### config.mk
export PLATFORM = sky130hd
export DESIGN_NAME = elec_device_flat
export DESIGN_NICKNAME = d
export VERILOG_FILES = /design/src/hdl/elec_pkg.sv /design/src/hdl/elec_if.sv /design/src/hdl/elec_device.sv /design/src/flat_wrapper.sv
export VERILOG_INCLUDE_DIRS = /design/src /design/src/hdl
export SDC_FILE = /design/constraint.sdc
export NUM_CORES = 1
export LEC_CHECK = 0
export BUFFER_PORTS_ARGS = -buffer_cell sky130_fd_sc_hd__buf_2
export CAP_MARGIN = 25
export CORE_MARGIN = 2
export CORE_UTILIZATION = 30
export CTS_CLUSTER_SIZE = 10
export DETAILED_ROUTE_END_ITERATION = 16
export PLACE_DENSITY_LB_ADDON = 0.3
export SYNTH_ARGS = -nofsm -noshare
export SYNTH_HDL_FRONTEND = slang
export SYNTH_SLANG_ARGS = --single-unit
export TNS_END_PERCENT = 5
### constraint.sdc
create_clock -name clk_in -period 1.6 [get_ports clk_in]
set_input_delay 0.32 -clock clk_in [delete_from_list [all_inputs] [get_ports clk_in]]
set_output_delay 0.32 -clock clk_in [all_outputs]
set_load 0.02 [all_outputs]
### src/hdl/elec_cfg.svh
// constants for the line event controller
`ifndef ELEC_CFG_SVH
`define ELEC_CFG_SVH
`define ELEC_NUM_LINES    28
`define ELEC_NUM_PINS     16
`define ELEC_ADDR_W       3
// register word indices (byte address = index * 4)
`define ELEC_IDX_IMASK    3'h0
`define ELEC_IDX_EMASK    3'h1
`define ELEC_IDX_RISE     3'h2
`define ELEC_IDX_FALL     3'h3
`define ELEC_IDX_SWTRIG   3'h4
`define ELEC_IDX_PEND     3'h5
// reset values
`define ELEC_IMASK_RST    28'hF940000
`define ELEC_ZERO_RST     28'h0000000
// lines that exist (18, 20, 24, 26 reserved)
`define ELEC_LINE_PRESENT 28'hAEBFFFF
// master bus offsets
`define ELEC_AHB_STATUS   32'h0000_0000
`define ELEC_AHB_WAKE     32'h0000_0004
`endif

### src/hdl/elec_pkg.sv
// types shared by both ends of the line event controller
package elec_pkg;
   typedef logic [27:0] elec_lines_t;
   typedef logic [2:0]  elec_addr_t;
endpackage

### src/hdl/elec_if.sv
// link between the line event controller and the core side
`timescale 1ns/100ps
`default_nettype none
interface elec_if;
   logic                 reg_wr;
   logic                 reg_rd;
   elec_pkg::elec_addr_t reg_addr;
   logic [27:0]          reg_wdata;
   logic [27:0]          reg_rdata;
   logic [27:0]          irq;
   logic                 event_pulse;
   modport dev  (input reg_wr, reg_rd, reg_addr, reg_wdata,
                 output reg_rdata, irq, event_pulse);
   modport core (output reg_wr, reg_rd, reg_addr, reg_wdata,
                 input reg_rdata, irq, event_pulse);
endinterface
`default_nettype wire

### src/hdl/elec_device.sv
// line event controller: device end
//
// The implementer's own choices: register access over AHB-Lite and the register addresses.
`timescale 1ns/100ps
`default_nettype none
`include "elec_cfg.svh"
// How it works
// RL1 - only selected edge directions fire a line
// RL2 - software sets trigger, mask, core channel
// RL3 - unmasked edge raises irq and pending
// RL4 - writing one clears pending; zero keeps
// RL5 - event use needs trigger and event enable
// RL6 - enabled edge gives one pulse, no pending
// RL7 - software trigger gives event pulse
// RL8 - software trigger sets pending and irq
// RL9 - irq lines reach core to wake it
// RL10 - event pulse drives core event input
// RL11 - event wake needs no pending clear
// RL12 - pend wake needs both pending clears
// RL13 - lines 0-15 from selected port pin
// RL14 - supply, alarm, tamper, comparators on lines
// RL15 - serial wakes on 23,25,27; others reserved
// RL16 - 28 lines, masks independent per line
// RL17 - rising and falling may combine
// RL18 - two-stage synchroniser before edge compare
// RL19 - edge wins over same-cycle pending clear
module elec_device #(
   parameter int NUM_LINES = `ELEC_NUM_LINES
) (
   // clock and reset
   input  wire logic clk_in,
   input  wire logic rstn_in,
   // line sources
   input  wire logic [15:0] port_pin_in,
   input  wire logic        supply_monitor_in,
   input  wire logic        rtc_alarm_in,
   input  wire logic        rtc_tamper_in,
   input  wire logic        comparator_a_in,
   input  wire logic        comparator_b_in,
   input  wire logic        two_wire_ctrl_a_in,
   input  wire logic        serial_port_a_in,
   input  wire logic        consumer_ctrl_bus_in,
   // core link
   elec_if.dev              bus
);
   import elec_pkg::*;

   initial begin
      if (NUM_LINES != `ELEC_NUM_LINES) $error("elec_device: only 28 lines supported");
   end

   // ==========================================================
   // line sources
   elec_lines_t raw_lines;
   always_comb begin
      raw_lines = '0;
      raw_lines[15:0] = port_pin_in;          // see RL13
      raw_lines[16] = supply_monitor_in;      // see RL14
      raw_lines[17] = rtc_alarm_in;
      raw_lines[19] = rtc_tamper_in;
      raw_lines[21] = comparator_a_in;
      raw_lines[22] = comparator_b_in;
      raw_lines[23] = two_wire_ctrl_a_in;     // see RL15
      raw_lines[25] = serial_port_a_in;
      raw_lines[27] = consumer_ctrl_bus_in;
   end

   // ==========================================================
   // synchroniser and edge detect
   elec_lines_t sync1_q, sync2_q, prev_q;
   always_ff @(posedge clk_in or negedge rstn_in) begin
      if (!rstn_in) begin
         sync1_q <= '0;
         sync2_q <= '0;
         prev_q  <= '0;
      end else begin
         sync1_q <= raw_lines;               // see RL18
         sync2_q <= sync1_q;
         prev_q  <= sync2_q;
      end
   end

   // ==========================================================
   // configuration registers
   elec_lines_t imask_q, emask_q, rise_q, fall_q, pend_q, swtrig_q;
   logic wr_imask, wr_emask, wr_rise, wr_fall, wr_sw, wr_pend;
   assign wr_imask = bus.reg_wr && bus.reg_addr == `ELEC_IDX_IMASK;
   assign wr_emask = bus.reg_wr && bus.reg_addr == `ELEC_IDX_EMASK;
   assign wr_rise  = bus.reg_wr && bus.reg_addr == `ELEC_IDX_RISE;
   assign wr_fall  = bus.reg_wr && bus.reg_addr == `ELEC_IDX_FALL;
   assign wr_sw    = bus.reg_wr && bus.reg_addr == `ELEC_IDX_SWTRIG;
   assign wr_pend  = bus.reg_wr && bus.reg_addr == `ELEC_IDX_PEND;

   always_ff @(posedge clk_in or negedge rstn_in) begin
      if (!rstn_in) begin
         imask_q <= `ELEC_IMASK_RST;
         emask_q <= `ELEC_ZERO_RST;
         rise_q  <= `ELEC_ZERO_RST;
         fall_q  <= `ELEC_ZERO_RST;
      end else begin
         // independent per-line masks
         if (wr_imask) imask_q <= bus.reg_wdata & `ELEC_LINE_PRESENT;   // see RL16
         if (wr_emask) emask_q <= bus.reg_wdata & `ELEC_LINE_PRESENT;
         if (wr_rise)  rise_q  <= bus.reg_wdata & `ELEC_LINE_PRESENT;
         if (wr_fall)  fall_q  <= bus.reg_wdata & `ELEC_LINE_PRESENT;
      end
   end

   // ==========================================================
   // trigger and pending
   elec_lines_t hw_edge, sw_set, trig, pend_clr;
   // trigger register write hides an edge in that same cycle
   assign hw_edge = (wr_rise || wr_fall) ? '0 :
                    ((sync2_q & ~prev_q & rise_q) |
                     (~sync2_q & prev_q & fall_q));             // see RL1 see RL17
   assign sw_set   = wr_sw ? (bus.reg_wdata & ~swtrig_q & `ELEC_LINE_PRESENT) : '0;
   assign trig     = hw_edge | sw_set;
   assign pend_clr = wr_pend ? bus.reg_wdata : '0;               // see RL4

   always_ff @(posedge clk_in or negedge rstn_in) begin
      if (!rstn_in) begin
         pend_q <= `ELEC_ZERO_RST;
      end else begin
         // set wins over clear
         pend_q <= (pend_q & ~pend_clr) | (trig & imask_q);     // see RL3 see RL8 see RL19
      end
   end

   always_ff @(posedge clk_in or negedge rstn_in) begin
      if (!rstn_in) begin
         swtrig_q <= `ELEC_ZERO_RST;
      end else begin
         // software bit stays set until its pending bit is cleared
         swtrig_q <= (swtrig_q & ~pend_clr) | sw_set;
      end
   end

   // ==========================================================
   // outputs
   elec_lines_t rdata_d;
   always_comb begin
      unique case (bus.reg_addr)
         `ELEC_IDX_IMASK:  rdata_d = imask_q;
         `ELEC_IDX_EMASK:  rdata_d = emask_q;
         `ELEC_IDX_RISE:   rdata_d = rise_q;
         `ELEC_IDX_FALL:   rdata_d = fall_q;
         `ELEC_IDX_SWTRIG: rdata_d = swtrig_q;
         `ELEC_IDX_PEND:   rdata_d = pend_q;
         default:          rdata_d = '0;
      endcase
   end

   always_ff @(posedge clk_in or negedge rstn_in) begin
      if (!rstn_in) begin
         bus.reg_rdata   <= '0;
         bus.irq         <= '0;
         bus.event_pulse <= 1'b0;
      end else begin
         bus.reg_rdata   <= bus.reg_rd ? rdata_d : '0;
         // irq follows pending, pending never for event-only lines
         bus.irq         <= (pend_q & ~pend_clr) | (trig & imask_q);  // see RL9 see RL6
         bus.event_pulse <= |(trig & emask_q);                        // see RL6 see RL7 see RL10
      end
   end
endmodule
`default_nettype wire

### src/flat_wrapper.sv
// flat-port wrapper written by rule: the top's interface ports become plain ports
module elec_device_flat import elec_pkg::*;
#(
   parameter int NUM_LINES = `ELEC_NUM_LINES
)
  (clk_in, rstn_in, port_pin_in, supply_monitor_in, rtc_alarm_in, rtc_tamper_in, comparator_a_in, comparator_b_in, two_wire_ctrl_a_in, serial_port_a_in, consumer_ctrl_bus_in, bus_reg_wr, bus_reg_rd, bus_reg_addr, bus_reg_wdata, bus_reg_rdata, bus_irq, bus_event_pulse);
  elec_if bus_i ();
  input  wire logic clk_in;
  input  wire logic rstn_in;
  input  wire logic [15:0] port_pin_in;
  input  wire logic supply_monitor_in;
  input  wire logic rtc_alarm_in;
  input  wire logic rtc_tamper_in;
  input  wire logic comparator_a_in;
  input  wire logic comparator_b_in;
  input  wire logic two_wire_ctrl_a_in;
  input  wire logic serial_port_a_in;
  input  wire logic consumer_ctrl_bus_in;
  input wire logic [$bits(bus_i.reg_wr)-1:0] bus_reg_wr;
  input wire logic [$bits(bus_i.reg_rd)-1:0] bus_reg_rd;
  input wire logic [$bits(bus_i.reg_addr)-1:0] bus_reg_addr;
  input wire logic [$bits(bus_i.reg_wdata)-1:0] bus_reg_wdata;
  output wire logic [$bits(bus_i.reg_rdata)-1:0] bus_reg_rdata;
  output wire logic [$bits(bus_i.irq)-1:0] bus_irq;
  output wire logic [$bits(bus_i.event_pulse)-1:0] bus_event_pulse;
  assign bus_i.reg_wr = bus_reg_wr;
  assign bus_i.reg_rd = bus_reg_rd;
  assign bus_i.reg_addr = bus_reg_addr;
  assign bus_i.reg_wdata = bus_reg_wdata;
  assign bus_reg_rdata = bus_i.reg_rdata;
  assign bus_irq = bus_i.irq;
  assign bus_event_pulse = bus_i.event_pulse;
  elec_device #(.NUM_LINES(NUM_LINES)) u_core (.clk_in(clk_in), .rstn_in(rstn_in), .port_pin_in(port_pin_in), .supply_monitor_in(supply_monitor_in), .rtc_alarm_in(rtc_alarm_in), .rtc_tamper_in(rtc_tamper_in), .comparator_a_in(comparator_a_in), .comparator_b_in(comparator_b_in), .two_wire_ctrl_a_in(two_wire_ctrl_a_in), .serial_port_a_in(serial_port_a_in), .consumer_ctrl_bus_in(consumer_ctrl_bus_in), .bus(bus_i));
endmodule
==> results of run 1 <==
registers in the layout, summed over array words and instances, names as in the netlist, 25 cells and up:
| name | flops |
|---|---|
| u_core.bus.irq | 28 |
| u_core.bus.reg_rdata | 28 |
| u_core.swtrig_q | 28 |
| u_core.imask_q | 25 |
kinds of logic after synthesis:
| family | Yosys count |
|---|---|
| AO/OA/AOI/OAI | 222 |
| buffers and inverters | 44 |
| flip-flops | 254 |
| multiplexers | 95 |
| AND/OR/NAND/NOR | 153 |
power groups by stage:
stage | combinational (uW) | sequential, uW | clock, uW
6_report | 3070 | 8560 | 6360
5_1_grt | 3360 | 8710 | 6840
4_1_cts | 3080 | 8530 | 6560
3_5_place_dp | 3010 | 8630 | 0
3_3_place_gp | 2970 | 8620 | 0
2_1_floorplan | 1410 | 8730 | 0
per-layer routing:
metal	share of wire, %	vias to the layer above	track usage, %	wire (microns)
met5	0	-	0	0
met4	2.8	0	4.69	816
met2	47	221	27.8	13900
met3	6.2	51	3.57	1830
li1	-	3308	-	-
met1	44	3763	22.7	13000
path summary, 6_finish.rpt:
check / slack [ns] / to / from
setup / recovery: 0.05 / u_core.bus.event_pulse / u_core.prev_q[12]
hold / removal: 0.09 / u_core.rise_q[15] / bus_reg_wdata[15]
setup reg to reg: 0.05 / u_core.bus.event_pulse / u_core.prev_q[12]
hold reg to reg: 0.34 / u_core.sync2_q[13] / u_core.sync1_q[13]
max in group asynchronous: 0.74 / u_core.prev_q[3] / rstn_in
min in group asynchronous: 0.25 / u_core.sync1_q[8] / rstn_in
final cells by class:
class / count / area, sq um / share of cell area [%]
well taps: 448 / 561 / 4.26
multi-input cells: 470 / 3610 / 27.5
repair buffers: 223 / 1690 / 12.9
clock buffers: 53 / 868 / 6.60
inverters: 4 / 15.0 / 0.114
flip-flops and latches: 254 / 6360 / 48.4
clock inverters: 3 / 40.0 / 0.304
layout by cell type, fill, tap and decap left out, types with 4 or more instances in the layout:
| master | netlist | layout |
|---|---|---|
| a22o_1 | 25 | 25 |
| inv_1 | 4 | 4 |
| a21o_1 | 37 | 37 |
| nand4b_1 | 5 | 5 |
| buf_12 | 0 | 18 |
| buf_2 | 12 | 114 |
| dfrtp_1 | 250 | 250 |
| nand4_1 | 4 | 4 |
| nand3_1 | 5 | 5 |
| nand3b_1 | 27 | 27 |
| nand2_1 | 73 | 72 |
| mux2_2 | 95 | 95 |
| dfstp_2 | 4 | 4 |
| a21boi_0 | 9 | 9 |
| clkbuf_16 | 0 | 31 |
| a22oi_1 | 81 | 80 |
| dlygate4sd3_1 | 0 | 29 |
| nor3b_1 | 15 | 14 |
| buf_4 | 9 | 61 |
| a21oi_1 | 8 | 8 |
| o21ai_0 | 32 | 27 |
| and2_1 | 4 | 4 |
| a31oi_1 | 24 | 24 |
| clkbuf_1 | 14 | 21 |
stage by stage:
step	area, sq um	util (%)
CTS	13100	39.3
finish	13200	39.4
global placement	11900	35.7
global route	13200	39.4
detailed placement	11900	35.7
floorplan	10200	-
worst reg2reg max path: stages, from the launching register on:
cell and delay (ns):
dfrtp_1 0.39, nand3b_1 0.10, o21ai_2 0.08, a21o_1 0.21, a22o_1 0.27, nor4_2 0.28, nand4_1 0.11
what timing repair did:
item	in CTS	in global routing
resized for setup	1	10
endpoints found under the hold margin	62	0
pin swaps	1	7
endpoints found under the setup margin	1	1
hold buffers	29	0
==> results.json, run 1 <==
{
  "status": "finished, final reports clean",
  "min_period_over_period_pct": 97.2,
  "endpoint_kind": "flop",
  "sequentialPowerShare_pct": 47.6,
  "finalHoldViolations": 0,
  "place_ws_ns": -0.264,
  "cp_slowest_cell": "dfrtp_1",
  "synth-adder-area-share_pct": 0,
  "fin_nets": 1042,
  "crit_type": "flop to flop",
  "synth_top_family_by_area": "compound AO/OA/AOI/OAI gates",
  "p_int_uw": 12900,
  "worstRegToRegCells": 6,
  "synth.area.top_cells": "dfrtp_1 62%, mux2_2 11%, a22oi_1 6.0%, a21o_1 2.7%, nand2_1 2.7%",
  "io_buffers": 115,
  "maxSlewViolCount": 0,
  "fmaxAchievable_mhz": 643,
  "leakagePower_uw": 0.00586,
  "clk_path_buf_depth": 3,
  "io_pins": 116,
  "synth_mux_area_share_pct": 10.6,
  "p_per_area_nw_per_um2": 1370,
  "worst_pin_slew_ns": 0.599,
  "arrival_ns": 1.97,
  "place_hpwl_microns": 19600,
  "synthXorXnorAreaFrac_pct": 0,
  "yosys-top-cells-count": "250 x dfrtp_1, 95 x mux2_2, 81 x a22oi_1",
  "power_uw": 18000,
  "grt_pass1_vias": 7711,
  "wl_per_cell_microns": 20.3,
  "path_buf_inv": 0,
  "holdPathStages": 2,
  "synth.top_cell.area_share_pct": 61.7,
  "drtIter0Drc": 506,
  "setup_tns_ns": 0,
  "path_cells": "nand3b_1 > o21ai_2 > a21o_1 > a22o_1 > nor4_2 > nand4_1",
  "fin_crit_ns": 1.55,
  "crit_family": "compound AO/OA/AOI/OAI gates",
  "synth_top_area_cell": "dfrtp_1",
  "fp-row-count": 67,
  "grt_overflow_total": 0,
  "die_area_sq_um": 35300,
  "synth-edff-count": 0,
  "diodes": 0,
  "yosysSeqAreaShare_pct": 62.8,
  "cts_tree": "done",
  "antenna_found_initial": 0,
  "routed_wl_microns": 29500,
  "switchingPower_uw": 5130,
  "timing.final.ws_setup_ns": 0.0454,
  "hold-worst-slack_ns": 0.0923,
  "grtUsageTotal_pct": 16.9,
  "via_count": 7343,
  "syn_avg_cell_area_sq_um": 13.2,
  "initial_core_util_pct": 30.4,
  "worstPathRequired_ns": 2.02,
  "routabilityCongestion": 0.775,
  "htreeDepth": 1,
  "timing.slew.headroom_pct": 59.7,
  "dp_cells": 1370,
  "drtAntennaViolNets": 0,
  "fp.dieW_microns": 188,
  "drv_cap": 0,
  "switching_share_pct": 28.5,
  "vias_per_cell": 5.05,
  "path_depth": 6,
  "cpPeakStageDelay_ns": 0.39,
  "syn-instance-count": 768,
  "syn-num-nets": 827,
  "pwr-share-comb_pct": 17.0,
  "clk-insertion-delay-late_ns": 0.55,
  "postCtsSetupRepairBufs": 0,
  "rsz0062_at_grt": "true",
  "hold_path_class": "primary input to flop",
  "firstDrtPassIters": 5,
  "synth_warnings": 0,
  "n_fill_cell": 3268,
  "grt_pass1_wl_microns": 46200,
  "ir_drop_mv": 0.842,
  "synth-simple-area-share_pct": 8.79,
  "numCtsBuffers": 30,
  "areaGrowthSynthToFinish_pct": 29.8,
  "synth_flop_cell": "dfrtp_1",
  "async_reset_ff_share_pct": 100,
  "die_h_microns": 188,
  "critical_path.max_fanout": 2,
  "ys_ff_latch": 254,
  "syn_area_sq_um": 10100,
  "cts_root_buf": "clkbuf_16",
  "grt_start_max_net_pins": 49,
  "finalSetupViolCount": 0,
  "worst_setup_path_start_kind": "flop",
  "clkSinkCount": 254,
  "core_sq_um": 33400,
  "final_cells": 1455,
  "clock_skew_ns": 0.00995,
  "ys_types": 41,
  "power_frac_clock_pct": 35.4,
  "synth_compound_area_share_pct": 15.6,
  "clkSlewWorstSetupHoldPaths_ns": 0.06,
  "drcViolationCount": 0,
  "drive_gt1_share_pct": 34.1,
  "yosysMostFrequentCell": "dfrtp_1"
}
Note: power is estimated with default switching activity, not from simulation.
==> run 2: changes to the inputs <==
ABC_AREA = 1   (was not set)
SLEW_MARGIN = 15   (was not set)
==> run 2 against run 1 <==
  * Flip-flop and latch count unchanged
  * Critical path type is now flop to output port
  * Largest power group unchanged
  * Cell area up 1.1%
  * Register-to-register slack better by 0.16 ns
  * Clock skew fell by 0.0035 ns
  * Critical path depth shrank 5
  * Highest routed layer unchanged
==> results.json, run 2 <==
{
  "synth.top_cell.area_share_pct": 60.3,
  "synth.area.top_cells": "dfrtp_1 60%, nand2_1 11%, o21ai_0 7.3%, inv_1 5.2%, nor2_1 2.5%",
  "hold_path_class": "primary input to flop",
  "crit_family": "flip-flops",
  "grt_start_max_net_pins": 56,
  "grtUsageTotal_pct": 16.9,
  "place_hpwl_microns": 20400,
  "hold-worst-slack_ns": 0.0298,
  "firstDrtPassIters": 5,
  "syn-instance-count": 1128,
  "crit_type": "flop to output port",
  "ff_latch_area_sq_um": 6360,
  "timing.slew.headroom_pct": 64.0,
  "io_pins": 116,
  "layout_common_cells": "305 x nand2_1, 250 x dfrtp_1, 151 x o21ai_0",
  "drcViolationCount": 0,
  "finalSetupViolCount": 0,
  "fp-row-count": 68,
  "multi_input_area_sq_um": 3160,
  "path_cells": "buf_2",
  "final_common_cell": "nand2_1",
  "htreeDepth": 1,
  "worstPathRequired_ns": 1.28,
  "postCtsSetupRepairBufs": 0,
  "ys_types": 28,
  "ys_ff_latch": 254,
  "io_buffers": 115,
  "fp.dieW_microns": 190,
  "finalHoldViolations": 0,
  "antenna_found_initial": 0,
  "grt_pass1_wl_microns": 47400,
  "core_sq_um": 34300,
  "clk-insertion-delay-late_ns": 0.54,
  "numCtsBuffers": 30,
  "fin_crit_ns": 1.46,
  "path_buf_inv": 1,
  "timing.final.ws_setup_ns": 0.136,
  "ctsResizeCount": 0,
  "critical_path.max_fanout": 2,
  "clock_skew_ns": 0.00645,
  "die_area_sq_um": 36100,
  "yosysMostFrequentCell": "nand2_1",
  "syn_avg_cell_area_sq_um": 9.20,
  "final_util_pct": 38.8,
  "synth_warnings": 0,
  "top_regs": "u_core.bus.irq x28, u_core.bus.reg_rdata x28, u_core.swtrig_q x28",
  "status": "finished, final reports clean",
  "drtIter0Drc": 623,
  "p_per_area_nw_per_um2": 1300,
  "clkSinkCount": 254,
  "fin_nets": 1406,
  "rsz0062_at_grt": "false",
  "fmaxAchievable_mhz": 683,
  "maxSlewViolCount": 0,
  "synth-edff-count": 0,
  "async_reset_ff_share_pct": 100,
  "via_count": 8340,
  "worst_setup_path_start_kind": "flop",
  "routabilityCongestion": 0.820,
  "cpPeakStageDelay_ns": 0.42,
  "cts_tree": "done",
  "cts_root_buf": "clkbuf_16",
  "grt_overflow_total": 0,
  "min_period_over_period_pct": 91.5,
  "die_h_microns": 190,
  "worst_pin_slew_ns": 0.540,
  "routed_wl_microns": 29700,
  "drtAntennaViolNets": 0,
  "endpoint_kind": "output port",
  "drive_gt1_share_pct": 19.3,
  "wl_per_cell_microns": 16.3,
  "initial_core_util_pct": 30.3,
  "leakagePower_uw": 0.00666,
  "clkSlewWorstSetupHoldPaths_ns": 0.06,
  "grt_pass1_vias": 8423,
  "postCtsHoldBufs": 29,
  "syn-num-nets": 1187,
  "yosysSeqAreaShare_pct": 61.3,
  "synth_flop_cell": "dfrtp_1",
  "place_ws_ns": -0.230,
  "drv_cap": 0,
  "ir_drop_mv": 0.725,
  "cp_slowest_cell": "dfrtp_1",
  "syn_area_sq_um": 10400,
  "areaGrowthSynthToFinish_pct": 28.2,
  "vias_per_cell": 4.59,
  "arrival_ns": 1.14,
  "n_fill_cell": 3457,
  "yosys-top-cells-count": "305 x nand2_1, 250 x dfrtp_1, 151 x o21ai_0",
  "clk_path_buf_depth": 3,
  "synth_top_area_cell": "dfrtp_1"
}
## run 2: changes by cell type after synthesis, sizes merged, moves of 19 or more
cell	change
nand3	+29
o21ai	+135
nand2	+241
nand3b	-24
a22oi	-70
nor2	+68
nor3b	-19
a22o	-25
inv	+145
mux2	-95
o22ai	+24
a21o	-33
## run 2: cell type report
cell class / instances / share of cell area [%]
flip-flops and latches: 254 / 47.8
multi-input cells: 679 / 23.8
repair buffers: 233 / 13.3
clock buffers: 45 / 6.53
well taps: 455 / 4.28
inverters: 149 / 4.21
clock inverters: 1 / 0.0376
diodes: 2 / 0.0376
## run 2: stage by stage
step | instances | instance area [sq um] | TNS [ns] | total power, uW
global route | 1816 | 13300 | 0 | 18300
floorplan | 1128 | 10400 | 0 | 9840
detailed placement | 1741 | 12100 | -0.567 | 11200
CTS | 1816 | 13300 | 0 | 17600
finish | 1818 | 13300 | 0 | 17300
global placement | 1741 | 12100 | -0.247 | 11200
## run 2: routing by layer
| metal | track usage, % | share of wire [%] | vias up |
|---|---|---|---|
| li1 | - | - | 4067 |
| met1 | 24.0 | 47 | 4007 |
| met2 | 26.6 | 46 | 212 |
| met3 | 2.38 | 5.0 | 54 |
| met4 | 5.43 | 2.5 | 0 |
| met5 | 0 | 0 | - |
## run 2: kinds of logic (layout without fill, tap and decap cells)
logic type | after synthesis | count (layout) | share of synthesized area (%)
compound gates | 243 | 243 | 13.1
other cells | 0 | 2 | 0
flops | 254 | 254 | 61.3
buf+inv | 195 | 428 | 8.23
simple gates | 436 | 436 | 17.3
## run 2: report_power, final
group | switching [uW] | total (uW) | internal [uW]
logic | 1830 | 2960 | 1130
clock network | 2510 | 6170 | 3670
registers | 707 | 8200 | 7490
## run 2: path summary, 6_finish.rpt
check | from | end | slack [ns] | cells past startpoint
setup / recovery | u_core.bus.irq[16] | bus_irq[16] | 0.14 | 1
hold / removal | bus_reg_rd | u_core.bus.reg_rdata[18] | 0.03 | 3
setup reg to reg | u_core.rise_q[11] | u_core.bus.event_pulse | 0.21 | 10
hold reg to reg | u_core.sync1_q[21] | u_core.sync2_q[21] | 0.35 | 0
max in group asynchronous | rstn_in | u_core.imask_q[23] | 0.64 | 3
min in group asynchronous | rstn_in | u_core.bus.reg_rdata[5] | 0.33 | 2
==> run 3: changes to the inputs <==
CORE_ASPECT_RATIO = 1.25   (was not set)
==> run 3 against run 2 <==
  * Power is 0.34% lower
  * Global-route usage is 0.11 points lower
  * Register-to-register slack worse by 0.04 ns
  * Hold slack better by 0.012 ns
  * Wire length is 0.41% lower
  * Fmax is 1.9% lower
  * Clock skew is 0.0082 ns higher
  * First-iteration DRC count is 2.6% higher
  * Die area hardly changed
  * Largest power group unchanged
==> results.json, run 3 (synthesized netlist as in run 2, its figures left out) <==
{
  "routabilityCongestion": 0.851,
  "cts_root_buf": "clkbuf_16",
  "clkSlewWorstSetupHoldPaths_ns": 0.06,
  "path_buf_inv": 1,
  "antenna_found_initial": 0,
  "power_uw": 17300,
  "clkSinkCount": 254,
  "vias_per_cell": 4.67,
  "switchingPower_uw": 5060,
  "clock_skew_ns": 0.0146,
  "clk-insertion-delay-late_ns": 0.55,
  "drcViolationCount": 0,
  "drtIter0Drc": 639,
  "post_dp_cell_area_sq_um": 12100,
  "place_hpwl_microns": 20400,
  "setup_tns_ns": 0,
  "die_area_sq_um": 36100,
  "cts_tree": "done",
  "endpoint_kind": "output port",
  "fp.dieW_microns": 170,
  "worst_pin_slew_ns": 0.412,
  "grt_pass1_vias": 8537,
  "critical_path.max_fanout": 2,
  "timing.slew.headroom_pct": 72.6,
  "crit_family": "flip-flops",
  "status": "finished, final reports clean",
  "stdcell_area_sq_um": 13300,
  "fmaxAchievable_mhz": 670,
  "layout_common_cells": "305 x nand2_1, 250 x dfrtp_1, 151 x o21ai_0",
  "leakagePower_uw": 0.00668,
  "finalHoldViolations": 0,
  "final_common_cell": "nand2_1",
  "clk_path_buf_depth": 3,
  "core_sq_um": 34200,
  "grt_start_max_net_pins": 52,
  "arrival_ns": 1.17,
  "io_buffers": 115,
  "power_frac_clock_pct": 35.4,
  "grt_pass1_wl_microns": 47000,
  "fin_nets": 1412,
  "crit_type": "flop to output port",
  "final_util_pct": 38.8,
  "p_per_area_nw_per_um2": 1300,
  "pwr-share-comb_pct": 17.2,
  "p_int_uw": 12200,
  "ir_drop_mv": 0.760,
  "multi_input_area_sq_um": 3160,
  "ff_latch_area_sq_um": 6360,
  "areaGrowthSynthToFinish_pct": 28.1,
  "sequentialPowerShare_pct": 47.4,
  "finalSetupViolCount": 0,
  "hold_path_class": "primary input to flop",
  "switching_share_pct": 29.3,
  "fin_crit_ns": 1.49,
  "drv_cap": 0,
  "routed_wl_microns": 29600,
  "htreeDepth": 1,
  "path_cells": "buf_2",
  "numCtsBuffers": 30,
  "rsz0062_at_grt": "false",
  "grt_overflow_total": 0,
  "fp-row-count": 76,
  "n_fill_cell": 3421,
  "postCtsSetupRepairBufs": 0,
  "die_h_microns": 212,
  "min_period_over_period_pct": 93.3,
  "final_cells": 1796,
  "worst_setup_path_start_kind": "flop",
  "drtAntennaViolNets": 0,
  "drive_gt1_share_pct": 19.5,
  "worstPathRequired_ns": 1.28,
  "top_regs": "u_core.bus.irq x28, u_core.bus.reg_rdata x28, u_core.swtrig_q x28",
  "cpPeakStageDelay_ns": 0.42,
  "initial_core_util_pct": 30.3,
  "maxSlewViolCount": 0,
  "cp_slowest_cell": "dfrtp_1",
  "io_pins": 116,
  "dp_cells": 1721,
  "grtUsageTotal_pct": 16.8,
  "wl_per_cell_microns": 16.5,
  "diodes": 0,
  "firstDrtPassIters": 7,
  "via_count": 8396
}
-- run 3: what timing repair did --
| action | 4_1_cts | 5_1_grt |
|---|---|---|
| hold endpoints to repair | 65 | 0 |
| resized for setup | 0 | 0 |
| hold buffers | 29 | 0 |
| setup endpoints to repair | 0 | 0 |
-- run 3: area by class of cell --
type / instances / area share [%]
clock buffer: 44 / 6.36
clock inverter: 2 / 0.104
tap: 429 / 4.04
multi-input combinational: 679 / 23.8
sequential: 254 / 47.9
inverter: 149 / 4.21
timing repair buffer: 239 / 13.7
-- run 3: path summary, 6_finish.rpt --
| path | from | endpoint | slack (ns) | depth (start not counted) |
|---|---|---|---|---|
| max reg2reg | u_core.sync2_q[5] | u_core.bus.event_pulse | 0.17 | 10 |
| max | u_core.bus.irq[14] | bus_irq[14] | 0.11 | 1 |
| max in group asynchronous | rstn_in | u_core.sync1_q[10] | 0.71 | 3 |
| min in group asynchronous | rstn_in | u_core.emask_q[4] | 0.28 | 2 |
| min reg2reg | u_core.sync1_q[23] | u_core.sync2_q[23] | 0.34 | 0 |
| min | bus_reg_rd | u_core.bus.reg_rdata[26] | 0.04 | 3 |
-- run 3: routing by layer --
layer  up-vias  share of wire (%)  global-route usage [%]
met2       230                 49                    28.4
met3        56                5.6                    2.77
met4         0                2.4                    5.28
met5         -                  0                       0
li1       4085                  -                       -
met1      4025                 43                    21.9
-- run 3: per-stage QoR --
stage               worst slack (ns)  hold slack, ns
floorplan                      0.149          0.0244
global placement              -0.187           0.263
global route                  0.0350          0.0304
CTS                           0.0864         0.00738
detailed placement            -0.189           0.268
finish                         0.107          0.0420
-- run 3: power by group through the flow --
stage	logic [uW]	clock network [uW]	registers, uW
after global routing	3380	6630	8330
after floorplan	1370	0	8470
after CTS	3010	6330	8190
final	2970	6120	8190
after detailed placement	2940	0	8290
after global placement	2900	0	8270
